### src/verilog/smc_pkg.sv
`default_nettype none
package smc_pkg;
	localparam int             SMC_ADDR_W      = 8;
	localparam logic [7:0]     SMC_OFS_CTRL    = 8'h00;
	localparam logic [7:0]     SMC_OFS_STAT    = 8'h04;
	localparam int             SMC_BIT_SBY     = 7;
	localparam int             SMC_BIT_FLOAT   = 6;
	localparam logic [5:0]     SMC_RSVD_RD     = 6'h1F;
	localparam logic [1:0]     SMC_RESP_OKAY   = 2'h0;
	localparam logic [1:0]     SMC_RESP_SLVERR = 2'h2;
	localparam int             SMC_SYNC_STAGES = 3;
	localparam logic [1:0]     SMC_PIN_IDLE    = 2'h3;
	localparam logic [2:0]     SMC_STAT_RSVD   = 3'h0;
	localparam logic [23:0]    SMC_UPPER_ZERO  = 24'h000000;

	typedef enum logic [2:0] {
		SMC_RUN     = 3'h1,
		SMC_STANDBY = 3'h2,
		SMC_SETTLE  = 3'h4
	} smc_state_t;

	typedef struct packed {
		logic standby_select_bit;
		logic port_float_bit;
	} smc_ctrl_t;

	typedef struct packed {
		logic cpu_run;
		logic sys_clk_run;
		logic module_clk_run;
		logic wdt_clk_run;
		logic port_float;
	} smc_power_t;

	typedef struct packed {
		logic dma_unit;
		logic pulse_timer_unit;
		logic adc_unit;
		logic serial_unit;
		logic wdt_status_hi;
		logic wdt_reset_status_reg;
	} smc_init_t;

	typedef struct packed {
		logic power_on;
		logic manual;
	} smc_reset_t;

	localparam smc_ctrl_t  SMC_CTRL_RESET  = '{standby_select_bit: 1'b0, port_float_bit: 1'b0};
	localparam smc_power_t SMC_POWER_RESET = '{cpu_run: 1'b1, sys_clk_run: 1'b1, module_clk_run: 1'b1,
	                                           wdt_clk_run: 1'b1, port_float: 1'b0};
endpackage
`default_nettype wire

### src/verilog/smc_pin_sync.sv
`timescale 1ns/100ps
`default_nettype none
module smc_pin_sync
	import smc_pkg::*;
#(
	parameter int               WIDTH     = 2,
	parameter logic [WIDTH-1:0] RESET_VAL = '1
) (
	input  wire logic             aclk,
	input  wire logic             aresetn,
	input  wire logic [WIDTH-1:0] pin_in,
	output logic      [WIDTH-1:0] level_out
);
	logic [WIDTH-1:0] ff1_q;
	logic [WIDTH-1:0] ff2_q;
	logic [WIDTH-1:0] ff3_q;
	logic [WIDTH-1:0] stable_q;
	logic [WIDTH-1:0] stable_d;

	// A bit changes only once stages two and three agree
	always_comb begin
		stable_d = (ff2_q & ff3_q) | (stable_q & (ff2_q ^ ff3_q));
	end

	always_ff @(posedge aclk) begin
		if (!aresetn) begin
			ff1_q    <= RESET_VAL;
			ff2_q    <= RESET_VAL;
			ff3_q    <= RESET_VAL;
			stable_q <= RESET_VAL;
		end else begin
			ff1_q    <= pin_in;
			ff2_q    <= ff1_q;
			ff3_q    <= ff2_q;
			stable_q <= stable_d;
		end
	end

	assign level_out = stable_q;
endmodule
`default_nettype wire

### src/verilog/smc_standby_ctrl.sv
// Chosen here: the register offsets and the AXI4-Lite register port.
`timescale 1ns/100ps
`default_nettype none
// Operation
// - Halt with standby select enters standby
// - Standby stops CPU, clock and modules
// - CPU registers and RAM are kept
// - Ports hold or float per float bit
// - Listed units keep their registers
// - DMA, timer, ADC, serial registers reset
// - Watchdog status high bits, reset status cleared
// - Standby control register keeps its contents
// - Only interrupt pin or reset wakes
// - Wake edge restarts clock, watchdog only
// - Watchdog overflow resumes chip, runs interrupt
// - Reset with pin high gives power-on
// - Reset with pin low gives manual
// - Falling select ignores rising pin edge
// - Falling pin edge wakes via interrupt path
// - Edge select 0 falling, 1 rising
// - Standby select refused while watchdog runs
// - Float bit 1 floats ports in standby
module smc_standby_ctrl
	import smc_pkg::*;
(
	input  wire logic                  aclk,
	input  wire logic                  aresetn,
	input  wire logic [SMC_ADDR_W-1:0] s_axi_awaddr,
	input  wire logic                  s_axi_awvalid,
	output logic                       s_axi_awready,
	input  wire logic [31:0]           s_axi_wdata,
	input  wire logic [3:0]            s_axi_wstrb,
	input  wire logic                  s_axi_wvalid,
	output logic                       s_axi_wready,
	output logic [1:0]                 s_axi_bresp,
	output logic                       s_axi_bvalid,
	input  wire logic                  s_axi_bready,
	input  wire logic [SMC_ADDR_W-1:0] s_axi_araddr,
	input  wire logic                  s_axi_arvalid,
	output logic                       s_axi_arready,
	output logic [31:0]                s_axi_rdata,
	output logic [1:0]                 s_axi_rresp,
	output logic                       s_axi_rvalid,
	input  wire logic                  s_axi_rready,
	input  wire logic                  halt_exec,
	input  wire logic                  wdt_run_bit,
	input  wire logic                  wake_edge_select,
	input  wire logic                  wdt_overflow_flag,
	input  wire logic                  nmi_pin,
	input  wire logic                  external_reset_pin_n,
	output smc_power_t                 power_q,
	output smc_init_t                  init_q,
	output smc_reset_t                 reset_req_q,
	output logic                       nmi_exception_q
);
	smc_state_t             state_q;
	smc_state_t             state_d;
	smc_power_t             power_d;
	smc_init_t              init_d;
	smc_reset_t             reset_req_d;
	logic                   nmi_exception_d;
	logic                   edge_sel_q;
	logic                   edge_sel_d;
	logic                   nmi_prev_q;
	smc_ctrl_t              ctrl_q;
	smc_ctrl_t              ctrl_d;
	logic [1:0]             pin_lvl;
	logic                   nmi_lvl;
	logic                   rst_lvl_n;
	logic                   nmi_rise;
	logic                   nmi_fall;
	logic                   wake_edge;
	logic                   aw_hold_q;
	logic                   aw_hold_d;
	logic [SMC_ADDR_W-1:0]  aw_addr_q;
	logic [SMC_ADDR_W-1:0]  aw_addr_d;
	logic                   w_hold_q;
	logic                   w_hold_d;
	logic [31:0]            w_data_q;
	logic [31:0]            w_data_d;
	logic                   w_lane0_q;
	logic                   w_lane0_d;
	logic                   awready_d;
	logic                   wready_d;
	logic                   bvalid_d;
	logic [1:0]             bresp_d;
	logic                   arready_d;
	logic                   rvalid_d;
	logic [31:0]            rdata_d;
	logic [1:0]             rresp_d;
	logic                   commit;
	logic [7:0]             ctrl_rd;
	logic [7:0]             stat_rd;

	smc_pin_sync #(
		.WIDTH     (2),
		.RESET_VAL (SMC_PIN_IDLE)
	) u_pin_sync (
		.aclk      (aclk),
		.aresetn   (aresetn),
		.pin_in    ({nmi_pin, external_reset_pin_n}),
		.level_out (pin_lvl)
	);

	assign nmi_lvl   = pin_lvl[1];
	assign rst_lvl_n = pin_lvl[0];
	assign nmi_rise  = nmi_lvl & ~nmi_prev_q;
	assign nmi_fall  = ~nmi_lvl & nmi_prev_q;
	// falling select never takes a rising edge
	// falling edge wakes through interrupt path
	assign wake_edge = edge_sel_q ? nmi_rise : nmi_fall;

	// Sequencer
	always_comb begin
		state_d         = state_q;
		init_d          = '0;
		reset_req_d     = '0;
		nmi_exception_d = 1'b0;
		edge_sel_d      = edge_sel_q;
		case (state_q)
			SMC_RUN: begin
				// halt with select bit enters standby
				if (halt_exec && ctrl_q.standby_select_bit) begin
					state_d    = SMC_STANDBY;
					edge_sel_d = wake_edge_select;
					// watchdog upper status and reset status
					// retained units get no init pulse
					init_d     = '1;
				end
			end
			SMC_STANDBY: begin
				if (!rst_lvl_n) begin
					state_d              = SMC_RUN;
					reset_req_d.power_on = nmi_lvl;
					reset_req_d.manual   = ~nmi_lvl;
				end else if (wake_edge) begin
					state_d = SMC_SETTLE;
				end
			end
			SMC_SETTLE: begin
				if (!rst_lvl_n) begin
					state_d              = SMC_RUN;
					reset_req_d.power_on = nmi_lvl;
					reset_req_d.manual   = ~nmi_lvl;
				end else if (wdt_overflow_flag) begin
					state_d         = SMC_RUN;
					nmi_exception_d = 1'b1;
				end
			end
			default: begin
				state_d = SMC_RUN;
			end
		endcase
		// CPU is stopped, never reset, so its state stays
		power_d.cpu_run        = (state_d == SMC_RUN);
		power_d.sys_clk_run    = (state_d == SMC_RUN);
		power_d.module_clk_run = (state_d == SMC_RUN);
		// only the watchdog clocks while settling
		power_d.wdt_clk_run    = (state_d != SMC_STANDBY);
		power_d.port_float     = (state_d != SMC_RUN) && ctrl_q.port_float_bit;
	end

	always_ff @(posedge aclk) begin
		if (!aresetn) begin
			state_q         <= SMC_RUN;
			power_q         <= SMC_POWER_RESET;
			init_q          <= '0;
			reset_req_q     <= '0;
			nmi_exception_q <= 1'b0;
			edge_sel_q      <= 1'b0;
			nmi_prev_q      <= 1'b1;
		end else begin
			state_q         <= state_d;
			power_q         <= power_d;
			init_q          <= init_d;
			reset_req_q     <= reset_req_d;
			nmi_exception_q <= nmi_exception_d;
			edge_sel_q      <= edge_sel_d;
			nmi_prev_q      <= nmi_lvl;
		end
	end

	// Register slave; CPU is halted in standby so control writes outside run are acknowledged and dropped
	assign commit  = aw_hold_q && w_hold_q && !s_axi_bvalid;
	assign ctrl_rd = {ctrl_q.standby_select_bit, ctrl_q.port_float_bit, SMC_RSVD_RD};
	assign stat_rd = {SMC_STAT_RSVD, edge_sel_q, nmi_lvl, state_q};

	always_comb begin
		aw_hold_d = aw_hold_q;
		aw_addr_d = aw_addr_q;
		w_hold_d  = w_hold_q;
		w_data_d  = w_data_q;
		w_lane0_d = w_lane0_q;
		bvalid_d  = s_axi_bvalid;
		bresp_d   = s_axi_bresp;
		ctrl_d    = ctrl_q;
		if (s_axi_awvalid && s_axi_awready) begin
			aw_hold_d = 1'b1;
			aw_addr_d = s_axi_awaddr;
		end
		if (s_axi_wvalid && s_axi_wready) begin
			w_hold_d  = 1'b1;
			w_data_d  = s_axi_wdata;
			w_lane0_d = s_axi_wstrb[0];
		end
		if (s_axi_bvalid && s_axi_bready) begin
			bvalid_d = 1'b0;
		end
		if (commit) begin
			aw_hold_d = 1'b0;
			w_hold_d  = 1'b0;
			bvalid_d  = 1'b1;
			bresp_d   = SMC_RESP_OKAY;
			if (aw_addr_q == SMC_OFS_CTRL) begin
				// register is only changed by software while running
				if (w_lane0_q && state_q == SMC_RUN) begin
					// setting is refused while the watchdog runs
					ctrl_d.standby_select_bit = w_data_q[SMC_BIT_SBY] &
					                            (~wdt_run_bit | ctrl_q.standby_select_bit);
					ctrl_d.port_float_bit     = w_data_q[SMC_BIT_FLOAT] &
					                            (~wdt_run_bit | ctrl_q.port_float_bit);
				end
			end else if (aw_addr_q != SMC_OFS_STAT) begin
				bresp_d = SMC_RESP_SLVERR;
			end
		end
		awready_d = !aw_hold_d && !bvalid_d;
		wready_d  = !w_hold_d && !bvalid_d;
	end

	always_comb begin
		rvalid_d = s_axi_rvalid;
		rdata_d  = s_axi_rdata;
		rresp_d  = s_axi_rresp;
		if (s_axi_rvalid && s_axi_rready) begin
			rvalid_d = 1'b0;
		end
		if (s_axi_arvalid && s_axi_arready) begin
			rvalid_d = 1'b1;
			rresp_d  = SMC_RESP_OKAY;
			if (s_axi_araddr == SMC_OFS_CTRL) begin
				rdata_d = {SMC_UPPER_ZERO, ctrl_rd};
			end else if (s_axi_araddr == SMC_OFS_STAT) begin
				rdata_d = {SMC_UPPER_ZERO, stat_rd};
			end else begin
				rdata_d = '0;
				rresp_d = SMC_RESP_SLVERR;
			end
		end
		arready_d = !rvalid_d;
	end

	always_ff @(posedge aclk) begin
		if (!aresetn) begin
			aw_hold_q     <= 1'b0;
			aw_addr_q     <= '0;
			w_hold_q      <= 1'b0;
			w_data_q      <= '0;
			w_lane0_q     <= 1'b0;
			ctrl_q        <= SMC_CTRL_RESET;
			s_axi_awready <= 1'b0;
			s_axi_wready  <= 1'b0;
			s_axi_bvalid  <= 1'b0;
			s_axi_bresp   <= SMC_RESP_OKAY;
			s_axi_arready <= 1'b0;
			s_axi_rvalid  <= 1'b0;
			s_axi_rdata   <= '0;
			s_axi_rresp   <= SMC_RESP_OKAY;
		end else begin
			aw_hold_q     <= aw_hold_d;
			aw_addr_q     <= aw_addr_d;
			w_hold_q      <= w_hold_d;
			w_data_q      <= w_data_d;
			w_lane0_q     <= w_lane0_d;
			ctrl_q        <= ctrl_d;
			s_axi_awready <= awready_d;
			s_axi_wready  <= wready_d;
			s_axi_bvalid  <= bvalid_d;
			s_axi_bresp   <= bresp_d;
			s_axi_arready <= arready_d;
			s_axi_rvalid  <= rvalid_d;
			s_axi_rdata   <= rdata_d;
			s_axi_rresp   <= rresp_d;
		end
	end
endmodule
`default_nettype wire
### config.mk
export PLATFORM = sky130hd
export DESIGN_NAME = smc_standby_ctrl
export DESIGN_NICKNAME = d
export VERILOG_FILES = /design/src/verilog/smc_pkg.sv /design/src/verilog/smc_pin_sync.sv /design/src/verilog/smc_standby_ctrl.sv
export SDC_FILE = /design/constraint.sdc
export NUM_CORES = 1
export LEC_CHECK = 0
export ABC_AREA = 0
export CAP_MARGIN = 10
export CORE_MARGIN = 3
export CORE_UTILIZATION = 23
export DETAILED_ROUTE_END_ITERATION = 12
export DONT_BUFFER_PORTS = 1
export SKIP_CTS_REPAIR_TIMING = 1
export SYNTH_ARGS = -nofsm -noshare
export SYNTH_HDL_FRONTEND = slang
export SYNTH_SLANG_ARGS = --single-unit
### constraint.sdc
create_clock -name aclk -period 1.6 [get_ports aclk]
set_input_delay 0.08 -clock aclk [delete_from_list [all_inputs] [get_ports aclk]]
set_output_delay 0.08 -clock aclk [all_outputs]
set_load 0.02 [all_outputs]
==> results of run 1 <==
[state kept, by name, summed over array words and instances, names as in the netlist, 2 cells and up]
register and cells:
u_pin_sync.ff1_q 2, u_pin_sync.level_out 2, reset_req_q 2, u_pin_sync.ff2_q 2, power_q 3, u_pin_sync.ff3_q 2
s_axi_rdata 7, aw_addr_q 8, w_data_q 2, state_q 3, ctrl_q 2
[kinds of logic after synthesis]
logic type / Yosys count
flip-flops: 49
other: 1
AND/OR/NAND/NOR: 96
XOR/XNOR: 1
buffers and inverters: 43
AO/OA/AOI/OAI: 36
adder cells (fa/ha/maj): 2
[Yosys cell counts, drive strengths merged]
library cell   n
nand3b         3
inv            2
nor3           8
nand3          3
nor2           7
or3            1
ha             2
and3b          1
nand2         28
nand4          2
a211o          2
or3b           1
buf           34
or4            5
nor2b          5
o21ai          9
clkinv         1
clkbuf         6
a21oi         20
nor4           5
o211a          1
and3           4
conb           1
nor3b          1
xnor2          1
o31ai          1
or4b           1
and2b          1
a311oi         1
nand2b        11
nand4b         7
dfxtp         49
a211oi         2
and2           2
[metrics by stage]
stage,cell area [um2],TNS [ps]
3_5_place_dp,2116,-165.5
4_1_cts,2217,-212.5
2_1_floorplan,2172,-72.59
3_3_place_gp,2116,-130.9
6_report,2419,-186.0
5_1_grt,2419,-251.1
[power breakdown]
part	switching [mW]	total, mW	internal, mW	leakage [nW]
Combinational	0.150	0.247	0.0967	0.482
Sequential	0.0505	1.32	1.26	0.400
Clock	0.408	0.799	0.392	0.0542
[area by class of cell]
cell class              count  area [um2]
multi-input cells         162       899.6
clock buffers               7       96.34
flip-flops and latches     49       984.7
repair buffers             32       287.8
fillers                   899        6046
diodes                      1       2.502
well taps                 105       131.4
clock inverters             1       5.005
inverters                   3       11.26
[metal layers]
metal	routed length [um]	track usage, %	vias up	part of all wire (%)
met4	31	2.280	0	0.69
met1	2005	11.41	729	45
met2	1992	12.76	87	44
met3	470	4.429	4	10
li1	-	-	779	-
met5	0	0	-	0
[worst paths after layout]
kind | end
worst max-delay path | ctrl_q[1]
worst min-delay path | s_axi_rvalid
worst max register to register | ctrl_q[1]
worst min register to register | u_pin_sync.ff2_q[1]
==> results.cfg, run 1 <==
[grt]
grt_pass1_vias = 1400
grt_max_degree = 19
grt_overflow_total = 0
grt_first_pass_wirelength_um = 6989
grt.total_usage_pct = 8.753
antenna_found_initial = 1

[hold_path]
worstHoldStart = s_axi_rready
min_path_cells = 2
hold_path_class = primary input to flip-flop

[power_and_ir_drop]
max-vdd-ir-drop_uv = 385.8
leakage_nw = 0.9364
power_mw = 2.361
p_per_area_nw_per_um2 = 976.1

[setup_path]
path_max_fanout = 2
arrival_ps = 1920
crit_buf_inv = 0
worstSetupPathDepth = 3
path_delay_family = simple AND/OR/NAND/NOR gates
cp-startpoint = state_q[1]
worstReg2RegStart = state_q[1]
worst_path_max_delay_cell = or4_4
slowest_delay_ps = 570
cp-end-kind = flip-flop
critPathKind = flip-flop to flip-flop
r2r_slack_ps = -100
worstPathRequired_ps = 1830
start_kind = flip-flop
reg2reg_depth = 3
cp_cell_sequence = or4b_4, or4_4, a211oi_2

[synthesis]
synth_top_family_by_area = simple AND/OR/NAND/NOR gates
synthTopCellsByArea = dfxtp_1 (48%), buf_4 (12%), nand2_1 (5.1%), a21oi_1 (4.9%), nand2b_1 (3.3%)
yosys_warnings = 0
synthAdderAreaFrac_pct = 1.216
yosys.area.top_type_share_pct = 47.66
synth_cells = 228
synth_compound_area_share_pct = 9.909
synth-xor-area-share_pct = 0.4255
muxShareOfSynthArea_pct = 0
synth.ff_latch_count = 49
synth_seq_area_share_pct = 47.66
synth_largest_area_cell = dfxtp_1
syn-cell-area_um2 = 2058
avgSynthCellArea_um2 = 9.027
yosysUniqueCellTypes = 35
yosys.area_share.simple_pct = 26.57

[sta]
finalHoldViolCount = 0
rsz0062_at_grt = true
maxSlewHeadroom_pct = 57.84
fin_ws_ps = -95.85
slew_viol_final = 0
setup_viol = 2
final.period_utilization_pct = 106.0
min_period_ps = 1696
worst_slew_pin_slew_ps = 626.7
fmax_ghz = 0.5897
skew_ps = 7.629
hold_ws_ps = 9.774

[clock_tree]
cts_buffers = 5
cts_tree = built
clockRootBuffer = clkbuf_8
clk_latency_ps = 300
cts.htree.levels = 2
cts_max_path_buffers = 2
clk_pin_slew_ps = 90
cts_sinks = 49

[run_status]
status = finished, violations left
violations = setup timing

[detailed_routing]
vias_per_cell = 4.442
drc = 0
drt-total-wl_um = 4499
first_iter_violations = 62
final_antenna_net_count = 0
wl_per_cell_um = 12.50
vias = 1599
dr.pass1.iters = 4

[placed_design]
place.gp.congestion = 0.8007
numPortBuffers = 0
hpwl_um = 3386
dp_worst_setup_slack_ps = -83.34
place_inst = 331

[final_layout]
mostFrequentLayoutCells = dfxtp_1 (46), nand2_1 (28), conb_1 (27)
area_growth_pct = 17.51
post-route-util_pct = 28.57
mostFrequentLayoutCell = dfxtp_1
drive_above_1_share_pct = 12.20
nets = 320
stdcell_count = 360

[floorplanning]
io_pins = 120
start_util_pct = 24.32
coreArea_um2 = 8464
dieHeight_um = 100.6
dieArea_um2 = 10120
rows = 33
die_x_um = 100.6

[job]
maxCapViolCount = 0
(Power assumes the default switching activity.)
==> inputs of run 2 (changes only) <==
==> constraint.sdc (replaced) <==
create_clock -name aclk -period 1.6 [get_ports aclk]
set_input_delay 0.24 -clock aclk [delete_from_list [all_inputs] [get_ports aclk]]
set_output_delay 0.24 -clock aclk [all_outputs]
set_load 0.02 [all_outputs]
==> run 2 against run 1 <==
The flow still finishes with violations (setup timing). Die area stayed put. Fmax grew 1.6%. Non-clock buffer count shrank 19. Clock-buffer cell count unchanged. Core utilization shrank 2.0 points. Hold slack got worse by 1.0 ps. Largest power group unchanged.
==> results.cfg, run 2 (synthesized netlist as in run 1, its figures left out) <==
[run_status]
status = finished, violations left
violations = setup timing

[job]
maxCapViolCount = 0

[grt]
grt_first_pass_wirelength_um = 7072
grt_max_degree = 19
grt_overflow_total = 0
antenna_found_initial = 0
grt.total_usage_pct = 8.830
grt_pass1_vias = 1431

[setup_path]
r2r_slack_ps = -70
worstPathRequired_ps = 1830
start_kind = flip-flop
critPathKind = flip-flop to flip-flop
reg2reg_depth = 3
cp-end-kind = flip-flop
worstReg2RegStart = aw_addr_q[6]
r2r_end = ctrl_q[1]
arrival_ps = 1890
crit_end = ctrl_q[1]
path_max_fanout = 2
cp-startpoint = aw_addr_q[6]

[final_layout]
antenna_cells = 0
reg_top3 = aw_addr_q: 8 flops, s_axi_rdata: 7 flops
largest_reg_flops = 8
mostFrequentLayoutCell = dfxtp_1
register_area_um2 = 984.7
top_register = aw_addr_q
drive_above_1_share_pct = 11.91
nFillCells = 909
area_growth_pct = 9.118
fin_area_um2 = 2246
nets = 301
mostFrequentLayoutCells = dfxtp_1 (46), nand2_1 (28), conb_1 (27)
multiInputGateArea_um2 = 899.6

[placed_design]
hpwl_um = 3437
numPortBuffers = 0
place_area_um2 = 2108
place.gp.congestion = 0.7914

[power_and_ir_drop]
swShare_pct = 24.13
leakage_nw = 0.8611
p_comb_share_pct = 8.4
pwr-share-seq_pct = 54.2
internal-power_mw = 1.843
max-vdd-ir-drop_uv = 362.1
clkPwrFrac_pct = 37.4
p_per_area_nw_per_um2 = 1081
p_sw_mw = 0.5861

[floorplanning]
coreArea_um2 = 8464
io_pins = 120
rows = 33
die_x_um = 100.6
dieArea_um2 = 10120
dieHeight_um = 100.6
start_util_pct = 24.32

[detailed_routing]
drt-total-wl_um = 4392
drc = 0
vias_per_cell = 4.350
wl_per_cell_um = 12.92
final_antenna_net_count = 0
first_iter_violations = 44
dr.pass1.iters = 4
vias = 1479

[sta]
min_period_ps = 1669
hold_ws_ps = 8.762
final.period_utilization_pct = 104.3
worst_slew_pin_slew_ps = 653.1
rsz0062_at_grt = true
slew_viol_final = 0
setup_viol = 2
skew_ps = 3.233
finalHoldViolCount = 0
fin_ws_ps = -68.81
fin_tns_setup_ps = -128.5
fmax_ghz = 0.5992
maxSlewHeadroom_pct = 56.06

[clock_tree]
clk_pin_slew_ps = 90
cts_tree = built
cts.htree.levels = 2
clockRootBuffer = clkbuf_8
cts_sinks = 49
cts_buffers = 5
cts_max_path_buffers = 2
clk_latency_ps = 300

[hold_path]
hold_path_class = primary input to flip-flop
[run 2: changes by cell type in the layout (fill, tap and decap cells not counted), sizes merged]
| cell | delta |
|---|---|
| diode | -1 |
| clkinv | -1 |
| buf | -2 |
| dlygate4sd3 | -17 |
| bufinv | +1 |
[run 2: worst min path at each step]
stage                     startpoint                   to  slack [ps]  cells after the start
after detailed placement     aresetn  u_pin_sync.ff1_q[0]         320                      1
after CTS                    aresetn  u_pin_sync.ff1_q[0]          -2                      1
after global placement       aresetn  u_pin_sync.ff3_q[0]         320                      1
final                        aresetn  u_pin_sync.ff3_q[0]           9                      1
after global routing         aresetn  u_pin_sync.ff2_q[0]           4                      1
after floorplan              aresetn  u_pin_sync.ff1_q[0]         310                      1
[run 2: worst max-delay path, stage by stage (launching register included)]
cell      delay, ps
dfxtp_1         320
or4_4           540
or4_4           560
a211oi_2        180
[run 2: final cells by class]
class	instances	share of cell area [%]
clock inverters	1	1.337
flip-flops and latches	49	43.84
multi-input cells	162	40.06
well taps	105	5.850
inverters	3	0.5014
repair buffers	13	4.568
clock buffers	7	3.844
[run 2: stage by stage]
step	instances	util, %	power (mW)	worst slack, ps
4_1_cts	338	26.28	2.456	-93.16
2_1_floorplan	254	-	1.551	-36.29
3_3_place_gp	330	24.91	1.539	-54.91
5_1_grt	340	26.53	2.553	-112.7
6_report	340	26.53	2.429	-68.81
3_5_place_dp	330	24.91	1.544	-73.61
[run 2: per-layer routing]
metal | wire length (um) | track usage, %
met2 | 1955 | 13.42
met1 | 1906 | 11.05
met3 | 478 | 4.152
met4 | 51 | 2.798
met5 | 0 | 0
[run 2: power groups by stage]
stage                     Combinational, mW  Clock [mW]  Sequential (mW)
final                                 0.203       0.909             1.32
after global routing                  0.230       0.998             1.32
after CTS                             0.199       0.940             1.32
after detailed placement              0.199           0             1.35
after global placement                0.195           0             1.34
after floorplan                       0.209           0             1.34
==> inputs of run 3 (changes only) <==
Settings changed: PLACE_DENSITY_LB_ADDON set to 0.25.
Clock period 1.6 ns to 2 ns, I/O delays scaled along.
==> run 3 against run 2 <==
The run now ends clean. Clock skew grew 4.8 ps. Critical path depth stayed put. Flip-flop and latch count stayed put. Wire length decreased by 1.8%. Sequential power shrank 20%. Register-to-register slack gained 320 ps. Final cell count fell by 2.1%. Fmax shrank 4.8%. Core utilization is 0.90 points lower. Hold slack improved by 61 ps. Clock-buffer cell count fell by 2. Critical path type unchanged. Largest cell class unchanged. Largest power group unchanged.
==> results.cfg, run 3 (synthesized netlist as in run 1, its figures left out) <==
[floorplanning]
dieHeight_um = 100.6
coreArea_um2 = 8464
io_pins = 120
die_x_um = 100.6
start_util_pct = 24.32
rows = 33
dieArea_um2 = 10120

[power_and_ir_drop]
p_sw_mw = 0.5002
max-vdd-ir-drop_uv = 278.7
clkPwrFrac_pct = 37.8
p_comb_share_pct = 7.6
internal-power_mw = 1.429
p_per_area_nw_per_um2 = 889.2
power_mw = 1.929
swShare_pct = 25.93
pwr-share-seq_pct = 54.6
leakage_nw = 0.8196

[detailed_routing]
dr.max_layer_used = met4
dr.pass1.iters = 4
first_iter_violations = 48
met1_length_um = 1953
drt-total-wl_um = 4315
final_antenna_net_count = 0
wl_met3_um = 415
wl_per_cell_um = 12.96
wl_met2_um = 1902
vias = 1469
vias_per_cell = 4.411
drc = 0

[setup_path]
worstReg2RegStart = aw_addr_q[2]
r2r_slack_ps = 250
reg2reg_depth = 3
path_max_fanout = 3
arrival_ps = 1980
r2r_end = ctrl_q[0]
cp-end-kind = flip-flop
start_kind = flip-flop
worstPathRequired_ps = 2230
critPathKind = flip-flop to flip-flop

[sta]
fmax_ghz = 0.5703
skew_ps = 8.063
worst_slew_pin_slew_ps = 611.0
finalHoldViolCount = 0
min_period_ps = 1754
maxSlewHeadroom_pct = 58.89
fin_ws_ps = 246.5
slew_viol_final = 0
final.period_utilization_pct = 87.68
rsz0062_at_grt = false
fin_tns_setup_ps = 0
setup_viol = 0

[final_layout]
largest_reg_flops = 8
nFillCells = 917
drive_above_1_share_pct = 7.895
post-route-util_pct = 25.63
fin_area_um2 = 2170
mostFrequentLayoutCells = dfxtp_1 (49), nand2_1 (28), conb_1 (27)
area_growth_pct = 5.410
reg_top3 = aw_addr_q: 8 flops, s_axi_rdata: 7 flops
antenna_cells = 0
top_register = aw_addr_q
mostFrequentLayoutCell = dfxtp_1
nets = 294

[hold_path]
hold_path_class = primary input to flip-flop
worstHoldStart = aresetn
min_to = u_pin_sync.ff1_q[0]
min_path_cells = 1

[clock_tree]
cts_tree = built
clk_latency_ps = 300
clk_pin_slew_ps = 100
cts.htree.levels = 2
cts_sinks = 49
cts_buffers = 5
clockRootBuffer = clkbuf_8
cts_max_path_buffers = 2

[placed_design]
numPortBuffers = 0
dp_worst_setup_slack_ps = 265.4
hpwl_um = 3281
place_area_um2 = 2054
place.gp.congestion = 0.7689

[job]
maxCapViolCount = 0

[grt]
grt.total_usage_pct = 8.523
grt_pass1_vias = 1360
grt_overflow_total = 0
antenna_found_initial = 0
grt_max_degree = 19
grt_first_pass_wirelength_um = 6706

[run_status]
status = complete, no violations
[run 3: changes by cell type in the layout (fill, tap and decap cells not counted), moves of 2 or more]
cell and delta:
buf_4 -5, dlygate4sd3_1 -2, a211oi_1 +2, a211oi_2 -2, dfxtp_1 +3, dfxtp_2 -3
[run 3: final cells by class]
type / instances / area, um2 / area share [%]
clock inverters: 3 / 46.29 / 2.134
clock buffers: 5 / 68.82 / 3.172
multi-input cells: 162 / 885.9 / 40.83
inverters: 3 / 11.26 / 0.5190
well taps: 105 / 131.4 / 6.055
repair buffers: 6 / 45.04 / 2.076
flip-flops and latches: 49 / 980.9 / 45.21
[run 3: power by group through the flow]
| stage | Clock [mW] | Sequential (mW) | Combinational [mW] |
|---|---|---|---|
| after floorplan | 0 | 1.07 | 0.165 |
| after global routing | 0.806 | 1.06 | 0.167 |
| after CTS | 0.761 | 1.05 | 0.148 |
| final | 0.729 | 1.05 | 0.147 |
| after global placement | 0 | 1.08 | 0.146 |
| after detailed placement | 0 | 1.08 | 0.147 |
[run 3: how the worst max path moves through the flow]
stage               slack (ps)   endpoint          from  depth (start not counted)
floorplan                  330  ctrl_q[0]    state_q[0]                          3
global placement           270  ctrl_q[1]  aw_addr_q[2]                          3
detailed placement         270  ctrl_q[0]  aw_addr_q[2]                          3
CTS                        240  ctrl_q[1]  aw_addr_q[2]                          3
global route               160  ctrl_q[1]  aw_addr_q[2]                          3
finish                     250  ctrl_q[0]  aw_addr_q[2]                          3
[run 3: routing by layer]
layer | up-vias | global-route usage, %
met5 | - | 0
met4 | 0 | 2.798
met3 | 5 | 3.806
met2 | 61 | 13.06
met1 | 676 | 10.65
li1 | 727 | -
[run 3: worst max-delay path, cell delays in order, from the launching register on]
cell and delay (ps):
dfxtp_1 340, or4b_4 560, or4_4 550, a211oi_1 230
[run 3: per-stage QoR]
step	cells	hold slack (ps)
finish	333	70.20
CTS	333	53.58
detailed placement	325	380.6
global placement	325	376.4
floorplan	254	373.0
global route	333	50.04
